===== config.mk =====
export PLATFORM = sky130hd
export DESIGN_NAME = async_serial_port
export DESIGN_NICKNAME = d
export VERILOG_FILES = /design/src/async_serial_port.v /design/src/uart_rx.v
export VERILOG_INCLUDE_DIRS = /design/src
export SDC_FILE = /design/constraint.sdc
export NUM_CORES = 1
export LEC_CHECK = 0
export CAP_MARGIN = 20
export CORE_MARGIN = 5
export CORE_UTILIZATION = 60
export CTS_BUF_LIST = sky130_fd_sc_hd__clkbuf_2 sky130_fd_sc_hd__clkbuf_4 sky130_fd_sc_hd__clkbuf_8
export DETAILED_ROUTE_END_ITERATION = 8
export DONT_BUFFER_PORTS = 1
export PLACE_DENSITY = 0.79
export SYNTH_ARGS = -nofsm -noshare
export SYNTH_HDL_FRONTEND = slang
export SYNTH_SLANG_ARGS = --single-unit

===== constraint.sdc =====
create_clock -name aclk -period 2.75 [get_ports aclk]
set_input_delay 0 -clock aclk [delete_from_list [all_inputs] [get_ports aclk]]
set_output_delay 0 -clock aclk [all_outputs]
set_load 0.01 [all_outputs]

===== src/uart_consts.vh =====
// Register map, field positions, reset values and timing constants of the serial port.
`ifndef UART_CONSTS_VH
`define UART_CONSTS_VH
// ==========================================================================
// Register byte offsets
`define OFF_CTRL      8'h00
`define OFF_DIV       8'h04
`define OFF_STATUS    8'h08
`define OFF_MASK      8'h0c
`define OFF_TXDATA    8'h10
`define OFF_RXDATA    8'h14
// ==========================================================================
// Control register fields
`define CTRL_EN       0
`define CTRL_EXTCLK   1
`define CTRL_LOOP     2
`define CTRL_ECHO     3
`define CTRL_HWFLOW   4
`define CTRL_PULSE    5
`define CTRL_TWOSTOP  6
`define CTRL_DMA      7
`define CTRL_LEN_LO   8
`define CTRL_RESET    32'h0000_0801
// ==========================================================================
// Status register fields (sticky, write one to clear)
`define ST_RXRDY      0
`define ST_TXDONE     1
`define ST_BREAK      2
`define ST_FALSE      3
`define ST_FRAME      4
`define ST_OVERRUN    5
`define ST_W          6
// ==========================================================================
// Timing
`define OVERSAMPLE    16
`define DIV_MIN       16'h0001
`define DIV_RESET     16'h000d
`endif


===== src/async_serial_port.v =====
// Asynchronous serial port with AXI4-Lite registers, DMA handshake and interrupt.
//
// Operation
// - RS232-compatible asynchronous frames with a partner.
// - Bit rate at most one sixteenth system clock.
// - Serial clock from system clock or pin.
// - DMA peripheral for receive and transmit data.
// - Loopback routes transmit into receiver internally.
// - Auto echo retransmits every received bit.
// - Resynchronise automatically after a line break.
// - Discard start bits that do not hold.
// - Incoming handshake holds off transmission in hardware.
// - Outgoing handshake driven from receive state.
// - Pulse mode turns transmitter into modulator.
//
// Local design decisions: the AXI4-Lite register port and the register addresses.
`timescale 1ns/1ps
`default_nettype none
`include "uart_consts.vh"
module async_serial_port (
   input  wire        aclk,
   input  wire        aresetn,
   input  wire [7:0]  s_axi_awaddr,
   input  wire        s_axi_awvalid,
   output wire        s_axi_awready,
   input  wire [31:0] s_axi_wdata,
   input  wire [3:0]  s_axi_wstrb,
   input  wire        s_axi_wvalid,
   output wire        s_axi_wready,
   output reg  [1:0]  s_axi_bresp,
   output reg         s_axi_bvalid,
   input  wire        s_axi_bready,
   input  wire [7:0]  s_axi_araddr,
   input  wire        s_axi_arvalid,
   output wire        s_axi_arready,
   output reg  [31:0] s_axi_rdata,
   output reg  [1:0]  s_axi_rresp,
   output reg         s_axi_rvalid,
   input  wire        s_axi_rready,
   input  wire        serial_in,
   output reg         serial_out,
   input  wire        ext_serial_clk,
   input  wire        clear_to_send_n,
   output reg         request_to_send_n,
   output wire        dma_rx_req,
   input  wire        dma_rx_ack,
   output wire [7:0]  dma_rx_data,
   output wire        dma_tx_req,
   input  wire        dma_tx_valid,
   input  wire [7:0]  dma_tx_data,
   output wire        irq
);
   localparam [3:0] T_IDLE = 4'b0001, T_START = 4'b0010;
   localparam [3:0] T_DATA = 4'b0100, T_STOP  = 4'b1000;
   reg  [31:0] ctrl_q, w_data_q;
   reg  [15:0] div_q, div_cnt_q;
   reg  [`ST_W-1:0] status_q, mask_q;
   reg  [7:0]  tx_hold_q, rx_hold_q, tx_shift_q, aw_addr_q;
   reg  [3:0]  tx_state_q, tx_os_q, tx_bit_q;
   reg  [1:0]  rx_sync_q, cts_sync_q;
   reg  [2:0]  eck_sync_q;
   reg         tx_full_q, rx_full_q, tick_q, tx_bit_out_q, tx_done_q, aw_have_q, w_have_q;
   wire [7:0]  rx_data;
   wire        rx_done, rx_false, rx_break, rx_ferr, rx_busy, rx_line;
   wire        ext_edge, wr_fire, rd_fire;
   wire [`ST_W-1:0] st_set, st_clr;
   wire [3:0]  char_len = ctrl_q[`CTRL_LEN_LO+3:`CTRL_LEN_LO];

   // Register decode shared by both bus directions.
   function [2:0] reg_sel;
      input [7:0] a;
      begin
         if (a == `OFF_CTRL)        reg_sel = 3'd1;
         else if (a == `OFF_DIV)    reg_sel = 3'd2;
         else if (a == `OFF_STATUS) reg_sel = 3'd3;
         else if (a == `OFF_MASK)   reg_sel = 3'd4;
         else if (a == `OFF_TXDATA) reg_sel = 3'd5;
         else if (a == `OFF_RXDATA) reg_sel = 3'd6;
         else                       reg_sel = 3'd0;
      end
   endfunction

   // ==========================================================================
   // Input synchronisers
   // Pins cross into the clock domain through two flops before any use.
   always @(posedge aclk) begin
      if (!aresetn) begin
         rx_sync_q  <= 2'b11;
         cts_sync_q <= 2'b11;
         eck_sync_q <= 3'b000;
      end else begin
         rx_sync_q  <= {rx_sync_q[0], serial_in};
         cts_sync_q <= {cts_sync_q[0], clear_to_send_n};
         eck_sync_q <= {eck_sync_q[1:0], ext_serial_clk};
      end
   end
   // Edge detect looks only at the second and third stage.
   assign ext_edge = eck_sync_q[1] & ~eck_sync_q[2];

   // ==========================================================================
   // Oversample tick generation
   // A tick is one sixteenth of a bit, so the rate stays within aclk/16.
   // The pin clock must stay below aclk/2 for the edge detector.
   always @(posedge aclk) begin
      if (!aresetn) begin
         div_cnt_q <= 16'h0000;
         tick_q    <= 1'b0;
      end else begin
         tick_q <= 1'b0;
         if (!ctrl_q[`CTRL_EXTCLK] || ext_edge) begin
            if (div_cnt_q >= div_q - 16'h0001) begin
               div_cnt_q <= 16'h0000;
               tick_q    <= 1'b1;
            end else begin
               div_cnt_q <= div_cnt_q + 16'h0001;
            end
         end
      end
   end

   // Loopback feeds the transmitter straight into the receiver.
   assign rx_line = ctrl_q[`CTRL_LOOP] ? tx_bit_out_q : rx_sync_q[1];

   uart_rx u_rx (
      .aclk           (aclk),
      .aresetn        (aresetn & ctrl_q[`CTRL_EN]),
      .tick           (tick_q),
      .rx_line        (rx_line),
      .char_len       (char_len),
      .rx_data_q      (rx_data),
      .rx_done_q      (rx_done),
      .rx_false_q     (rx_false),
      .rx_break_q     (rx_break),
      .rx_frame_err_q (rx_ferr),
      .rx_busy        (rx_busy)
   );

   // ==========================================================================
   // Transmitter
   // Frames: low start, LSB first, one or two high stops, idle high.
   // In pulse mode no start or stop bits are sent, so the line follows the
   // data pattern alone and the duty cycle is set by length, rate and bits.
   always @(posedge aclk) begin
      tx_done_q <= 1'b0;
      if (!aresetn || !ctrl_q[`CTRL_EN]) begin
         tx_state_q   <= T_IDLE;
         tx_os_q      <= 4'h0;
         tx_bit_q     <= 4'h0;
         tx_shift_q   <= 8'h00;
         tx_bit_out_q <= 1'b1;
      end else if (tick_q) begin
         case (tx_state_q)
            T_IDLE: begin
               tx_bit_out_q <= 1'b1;
               // Clear-to-send high holds off a new frame in hardware.
               if (tx_full_q && !(ctrl_q[`CTRL_HWFLOW] && cts_sync_q[1])) begin
                  tx_shift_q <= tx_hold_q;
                  tx_os_q    <= 4'h0;
                  tx_bit_q   <= 4'h0;
                  if (ctrl_q[`CTRL_PULSE]) begin
                     tx_state_q   <= T_DATA;
                     tx_bit_out_q <= tx_hold_q[0];
                  end else begin
                     tx_state_q   <= T_START;
                     tx_bit_out_q <= 1'b0;
                  end
               end
            end
            T_START: begin
               tx_os_q <= tx_os_q + 4'h1;
               if (tx_os_q == 4'hf) begin
                  tx_state_q   <= T_DATA;
                  tx_bit_out_q <= tx_shift_q[0];
               end
            end
            T_DATA: begin
               tx_os_q <= tx_os_q + 4'h1;
               if (tx_os_q == 4'hf) begin
                  tx_bit_q   <= tx_bit_q + 4'h1;
                  tx_shift_q <= {1'b0, tx_shift_q[7:1]};
                  if (tx_bit_q == char_len - 4'h1) begin
                     if (ctrl_q[`CTRL_PULSE]) begin
                        tx_state_q <= T_IDLE;
                        tx_done_q  <= 1'b1;
                        tx_bit_out_q <= 1'b1;
                     end else begin
                        tx_state_q   <= T_STOP;
                        tx_bit_out_q <= 1'b1;
                     end
                  end else begin
                     tx_bit_out_q <= tx_shift_q[1];
                  end
               end
            end
            default: begin
               tx_os_q <= tx_os_q + 4'h1;
               if (tx_os_q == 4'hf) begin
                  if (ctrl_q[`CTRL_TWOSTOP] && tx_bit_q == char_len) begin
                     tx_bit_q <= tx_bit_q + 4'h1;
                  end else begin
                     tx_state_q <= T_IDLE;
                     tx_done_q  <= 1'b1;
                  end
               end
            end
         endcase
      end
   end

   // Line driver: echo sends received bits back out, else transmitter.
   // Request-to-send deasserts while receive data waits unread.
   always @(posedge aclk) begin
      if (!aresetn) begin
         serial_out        <= 1'b1;
         request_to_send_n <= 1'b1;
      end else begin
         serial_out        <= ctrl_q[`CTRL_ECHO] ? rx_sync_q[1] : tx_bit_out_q;
         request_to_send_n <= ctrl_q[`CTRL_HWFLOW] ? rx_full_q : 1'b0;
      end
   end

   // ==========================================================================
   // AXI4-Lite slave
   assign s_axi_awready = ~aw_have_q & ~s_axi_bvalid;
   assign s_axi_wready  = ~w_have_q & ~s_axi_bvalid;
   assign s_axi_arready = ~s_axi_rvalid;
   assign wr_fire = aw_have_q & w_have_q;
   assign rd_fire = s_axi_arvalid & s_axi_arready;

   // Status bits are sticky; a new event wins over a write-one clear.
   assign st_set = {rx_done & rx_full_q, rx_ferr, rx_false, rx_break, tx_done_q, rx_done};
   assign st_clr = (wr_fire && reg_sel(aw_addr_q) == 3'd3) ? w_data_q[`ST_W-1:0]
                                                           : {`ST_W{1'b0}};
   assign irq = |(status_q & mask_q);

   // Transmit holding word fills from software or DMA.
   assign dma_tx_req  = ctrl_q[`CTRL_DMA] & ~tx_full_q;
   assign dma_rx_req  = ctrl_q[`CTRL_DMA] & rx_full_q;
   assign dma_rx_data = rx_hold_q;

   // Bus channels, register writes and receive/transmit holding registers.
   always @(posedge aclk) begin
      if (!aresetn) begin
         aw_have_q    <= 1'b0;
         w_have_q     <= 1'b0;
         aw_addr_q    <= 8'h00;
         w_data_q     <= 32'h0000_0000;
         s_axi_bvalid <= 1'b0;
         s_axi_bresp  <= 2'b00;
         s_axi_rvalid <= 1'b0;
         s_axi_rresp  <= 2'b00;
         s_axi_rdata  <= 32'h0000_0000;
         ctrl_q       <= `CTRL_RESET;
         div_q        <= `DIV_RESET;
         status_q     <= {`ST_W{1'b0}};
         mask_q       <= {`ST_W{1'b0}};
         tx_hold_q    <= 8'h00;
         tx_full_q    <= 1'b0;
         rx_hold_q    <= 8'h00;
         rx_full_q    <= 1'b0;
      end else begin
         status_q <= (status_q & ~st_clr) | st_set;
         if (s_axi_awvalid && s_axi_awready) begin
            aw_have_q <= 1'b1;
            aw_addr_q <= s_axi_awaddr;
         end
         if (s_axi_wvalid && s_axi_wready) begin
            w_have_q <= 1'b1;
            w_data_q <= s_axi_wdata & {{8{s_axi_wstrb[3]}}, {8{s_axi_wstrb[2]}},
                                       {8{s_axi_wstrb[1]}}, {8{s_axi_wstrb[0]}}};
         end
         if (tick_q && tx_state_q == T_IDLE && tx_full_q &&
             !(ctrl_q[`CTRL_HWFLOW] && cts_sync_q[1]))
            tx_full_q <= 1'b0;
         if (dma_tx_req && dma_tx_valid) begin
            tx_hold_q <= dma_tx_data;
            tx_full_q <= 1'b1;
         end
         if (rx_done) begin
            rx_hold_q <= rx_data;
            rx_full_q <= 1'b1;
         end else if (dma_rx_req && dma_rx_ack) begin
            rx_full_q <= 1'b0;
         end
         if (wr_fire) begin
            aw_have_q    <= 1'b0;
            w_have_q     <= 1'b0;
            s_axi_bvalid <= 1'b1;
            s_axi_bresp  <= 2'b00;
            if (reg_sel(aw_addr_q) == 3'd1) begin
               ctrl_q <= w_data_q;
            end else if (reg_sel(aw_addr_q) == 3'd2) begin
               div_q <= (w_data_q[15:0] == 16'h0000) ? `DIV_MIN : w_data_q[15:0];
            end else if (reg_sel(aw_addr_q) == 3'd4) begin
               mask_q <= w_data_q[`ST_W-1:0];
            end else if (reg_sel(aw_addr_q) == 3'd5) begin
               if (!tx_full_q) begin
                  tx_hold_q <= w_data_q[7:0];
                  tx_full_q <= 1'b1;
               end
            end else if (reg_sel(aw_addr_q) == 3'd0) begin
               s_axi_bresp <= 2'b10;
            end
         end
         if (s_axi_bvalid && s_axi_bready)
            s_axi_bvalid <= 1'b0;
         if (rd_fire) begin
            s_axi_rvalid <= 1'b1;
            s_axi_rresp  <= 2'b00;
            s_axi_rdata  <= 32'h0000_0000;
            if (reg_sel(s_axi_araddr) == 3'd1) begin
               s_axi_rdata <= ctrl_q;
            end else if (reg_sel(s_axi_araddr) == 3'd2) begin
               s_axi_rdata <= {16'h0000, div_q};
            end else if (reg_sel(s_axi_araddr) == 3'd3) begin
               s_axi_rdata <= {22'h000000, rx_busy, ~tx_state_q[0], tx_full_q,
                               rx_full_q, status_q};
            end else if (reg_sel(s_axi_araddr) == 3'd4) begin
               s_axi_rdata <= {26'h0000000, mask_q};
            end else if (reg_sel(s_axi_araddr) == 3'd6) begin
               s_axi_rdata <= {24'h000000, rx_hold_q};
               if (!rx_done) rx_full_q <= 1'b0;
            end else if (reg_sel(s_axi_araddr) == 3'd0) begin
               s_axi_rresp <= 2'b10;
            end
         end else if (s_axi_rvalid && s_axi_rready) begin
            s_axi_rvalid <= 1'b0;
         end
      end
   end
endmodule // async_serial_port
`default_nettype wire


===== src/uart_rx.v =====
// Serial receiver with sixteen-times oversampling, false start and break handling.
`timescale 1ns/1ps
`default_nettype none
`include "uart_consts.vh"
module uart_rx (
   input  wire       aclk,
   input  wire       aresetn,
   input  wire       tick,
   input  wire       rx_line,
   input  wire [3:0] char_len,
   output reg  [7:0] rx_data_q,
   output reg        rx_done_q,
   output reg        rx_false_q,
   output reg        rx_break_q,
   output reg        rx_frame_err_q,
   output wire       rx_busy
);
   localparam [3:0] S_IDLE  = 4'b0001;
   localparam [3:0] S_START = 4'b0010;
   localparam [3:0] S_DATA  = 4'b0100;
   localparam [3:0] S_STOP  = 4'b1000;
   reg [3:0] state_q;
   reg [3:0] os_q;
   reg [3:0] bit_q;
   reg [7:0] shift_q;
   reg       all_zero_q;
   reg       brk_wait_q;
   assign rx_busy = ~state_q[0];
   // ==========================================================================
   // Receive state machine
   // Sampling at sixteen ticks per bit and taking the eighth tick lands mid-bit.
   always @(posedge aclk) begin
      rx_done_q      <= 1'b0;
      rx_false_q     <= 1'b0;
      rx_break_q     <= 1'b0;
      rx_frame_err_q <= 1'b0;
      if (!aresetn) begin
         state_q    <= S_IDLE;
         os_q       <= 4'h0;
         bit_q      <= 4'h0;
         shift_q    <= 8'h00;
         rx_data_q  <= 8'h00;
         all_zero_q <= 1'b0;
         brk_wait_q <= 1'b0;
      end else if (tick) begin
         case (state_q)
            S_IDLE: begin
               // After a break, wait for the line to return high first.
               if (brk_wait_q) begin
                  if (rx_line) brk_wait_q <= 1'b0;
               end else if (!rx_line) begin
                  state_q <= S_START;
                  os_q    <= 4'h0;
               end
            end
            S_START: begin
               os_q <= os_q + 4'h1;
               if (os_q == 4'h7) begin
                  // A start bit gone high by mid-bit is a glitch.
                  if (rx_line) begin
                     state_q    <= S_IDLE;
                     rx_false_q <= 1'b1;
                  end else begin
                     state_q    <= S_DATA;
                     os_q       <= 4'h0;
                     bit_q      <= 4'h0;
                     all_zero_q <= 1'b1;
                  end
               end
            end
            S_DATA: begin
               os_q <= os_q + 4'h1;
               if (os_q == 4'hf) begin
                  // Data arrives least significant bit first.
                  shift_q    <= {rx_line, shift_q[7:1]};
                  all_zero_q <= all_zero_q & ~rx_line;
                  bit_q      <= bit_q + 4'h1;
                  if (bit_q == char_len - 4'h1) state_q <= S_STOP;
               end
            end
            default: begin
               os_q <= os_q + 4'h1;
               if (os_q == 4'hf) begin
                  state_q   <= S_IDLE;
                  rx_data_q <= shift_q >> (4'd8 - char_len);
                  if (rx_line) begin
                     rx_done_q <= 1'b1;
                  end else if (all_zero_q) begin
                     rx_break_q <= 1'b1;
                     brk_wait_q <= 1'b1;
                  end else begin
                     rx_frame_err_q <= 1'b1;
                  end
               end
            end
         endcase
      end
   end
endmodule // uart_rx
`default_nettype wire


==> impl_results.md <==
* Outcome: finished with violations
* Failing checks: negative hold slack, negative setup slack
* P&R area growth vs syn at 25.3%
* Gr ovfl total at 0
* Yosys warnings at 0
* Number of distinct library cells after synthesis at 79
* Leakage at 5.17 nW
* DR WL met2 at 16.2 mm
* Layout fillers at 1107
* CTS Buf Count at 40
* CP Class: reg -> reg
* Clk root buf: clkbuf_8
* Seq/Total Area, Yosys at 43.6%
* Via-to-Cell Ratio at 6.31
* Final period utilization at 105%
* Crit start category: flip-flop
* Pwr Density at 541 mW/mm2
* Post-synthesis xor/xnor area fraction at 3.58%
* Total core area at 0.0180 mm2
* Synth Area in Compound Gates at 16.3%
* Top FF cell, synth: dfxtp_1
* Most frequent cells in the layout: dfxtp_1, nand2_1, dlygate4sd3_1
* RSZ-0062 raised after global routing: true
* Simple-gate share of the synthesized area at 22.9%
* Number of hold violations in the final report at 13
* Antenna violations before repair at 0
* Largest family of logic cells by synthesized area: simple AND/OR/NAND/NOR gates
* Layout cells sized above 1 at 11.2%
* Peak VDD IR at 0.442 mV
* Area leader, netlist: dfxtp_1
* Worst Tran Pin Value at 929 ps
* Drt total wl at 34.4 mm
* IO Port Bufs at 0
* TNS Setup at -1620 ps
* Area of the multi-input gates at 0.00587 mm2
* Critical Path RT at 3210 ps
* Tightest Hold Check Type: in -> reg
* Setup violators final at 17
* # hold bufs at CTS at 151
* Largest net degree at the start of global routing at 53
* DRT iter0 DRCs at 1126
* Ant diodes at 0
* Setup WS post-layout at -132 ps
* Crit. End Element: flip-flop
* Worst Skew at 18.1 ps
* Overall Power at 0.00741 W
* Skew-Pair Late Insertion Delay at 550 ps
* I/O pin count at 126
* Vias in the first global route at 10500
* Max Clk Rate at 347 MHz
* Yosys top cell area share at 43.6%
* Final Util at 76.2%
* WHS at -390 ps
* Most common cell after layout, fill and taps aside: dfxtp_1
* Drt wl/cell at 20.4 um
* Placement Cell Area at 0.0112 mm2
* Final min period at 2880 ps
* Detailed Place HPWL at 19.3 mm
* GP Congestion at 0.912
* Worst slack, placed at -217 ps
* First-pass GRT wire length at 54.9 mm
* Number of max-cap violations at 0
* Mux cell area share after synthesis at 6.98%
* Top Layer Used: met4
* Crit-path max FO at 16
* Post-synth design cell area at 0.0109 mm2
* CTS clk-pin slew, worst paths at 70 ps
* Worst Path Arrival at 3350 ps
* Die extent in y at 145 um
* CTS tree: yes
* Area contributors post-synth: dfxtp_1, nand2_1, a21oi_1, mux2i_1, nand3_1
* Residual DRC at 0
* Ys async rst share at 0%
* Die Wd at 145 um
* Post-DRT Antenna Nets at 0
* Relative slew slack at 37.9%
* H-tree Lvls at 2
* Post-Synth Adder-Cell Area at 2.75%
* Seq. cell area at 0.00476 mm2
* Row cnt at 49
* Detailed Routing Iterations Pass 1 at 6
* Clock Tree Buf Depth at 3
* Starting Density at 60.8%
* Syn avg cell area at 8.52 um2
* Via count at 10700
* Sink Count at 238
* Slew Viols, Final at 0
* Post-Synthesis Cells at 1282
* Finished Cell Area at 0.0137 mm2
* Overall Global Routing Usage at 31.2%
* Total Nets Final at 1528
* Die Area at 0.0210 mm2
* M1 WL at 12.9 mm
* Met3 WL at 3.44 mm
* EDFF count, synth at 0
* Seq cells post-synth at 238
==> cell usage after synthesis (all sizes together) (4+ instances only) <==
cell type	count
or4b	5
clkbuf	66
a31oi	6
nor4	11
nand2	210
nand3	79
xor2	22
and3	10
o21a	10
dfxtp	238
nor4b	6
inv	13
a221oi	9
or4	8
a21o	9
mux2	11
a211oi	18
a21oi	132
nor2b	7
a311oi	16
and4	5
nor2	102
nand2b	17
o2111ai	4
xnor2	20
a21boi	8
buf	21
o211ai	4
o21ai	28
ha	24
nand4	9
o31ai	5
mux2i	57
nor3	25
a22oi	5
and2	16
or3	7
==> per-layer routing <==
layer	track usage [%]	vias to the layer above
li1	-	4867
met2	50.7	623
met1	38.1	4983
met3	8.64	188
met5	0	-
met4	15.5	0
==> where the power goes <==
group / internal (W) / switching [W] / total (W)
combinational: 0.000228 / 0.000289 / 0.000517
clock: 0.00182 / 0.00150 / 0.00331
sequential: 0.00350 / 0.0000761 / 0.00358
total: 0.00555 / 0.00186 / 0.00741
==> final timing paths <==
check | from | endpoint | slack (ps) | cells after the start
worst min register to register | u_rx.rx_data_q[4] | u_rx.rx_data_q[4] | 450 | 2
worst max-delay path | div_q[2] | div_cnt_q[1] | -130 | 13
worst max register to register | div_q[2] | div_cnt_q[1] | -130 | 13
worst min-delay path | aresetn | tick_q | -390 | 1
==> cell type report <==
class | count | share of cell area, %
Clock buffer | 62 | 5.69
Clock inverter | 9 | 0.448
Inverter | 13 | 0.375
Multi-Input combinational cell | 945 | 42.9
Sequential cell | 238 | 34.8
Tap cell | 229 | 2.09
Timing Repair Buffer | 194 | 13.7
==> stage by stage <==
| step | cells | hold WS [ps] |
|---|---|---|
| floorplan | 1283 | 101 |
| global placement | 1464 | 69.7 |
| detailed placement | 1464 | 71.2 |
| CTS | 1689 | -406 |
| global route | 1690 | -398 |
| finish | 1690 | -390 |
==> cell families after synthesis <==
kind of cell,Yosys count
compound gates,279
xor+xnor,43
fa+ha+maj,24
buf+inv,100
flops,238
mux,71
other cells,1
simple gates,526
==> what timing repair did <==
item	CTS	global route
hold endpoints to repair	165	13
resized for setup	7	11
setup endpoints to repair	17	34
buffers inserted	3	1
pin swaps	8	6
==> critical path, stage by stage (launching register included) <==
cell and delay [ps]:
dfxtp_1 310, or3_4 430, nor4_4 190, buf_4 180
nand2_1 90, nor3_2 140, xnor2_1 150, ha_1 270
a21o_1 160, a21o_1 200, a21oi_2 160, o21ai_2 90
buf_12 150, a221oi_2 250
==> state kept, by name, indices dropped and copies added (netlist names), 6 cells and up <==
signal / flops
aw_addr_q: 8
ctrl_q: 32
div_cnt_q: 16
div_q: 16
dma_rx_data: 8
mask_q: 6
s_axi_rdata: 32
status_q: 6
tx_hold_q: 8
tx_shift_q: 8
u_rx.rx_data_q: 8
u_rx.shift_q: 8
w_data_q: 32
No activity file was read; power rests on OpenSTA's default activity.
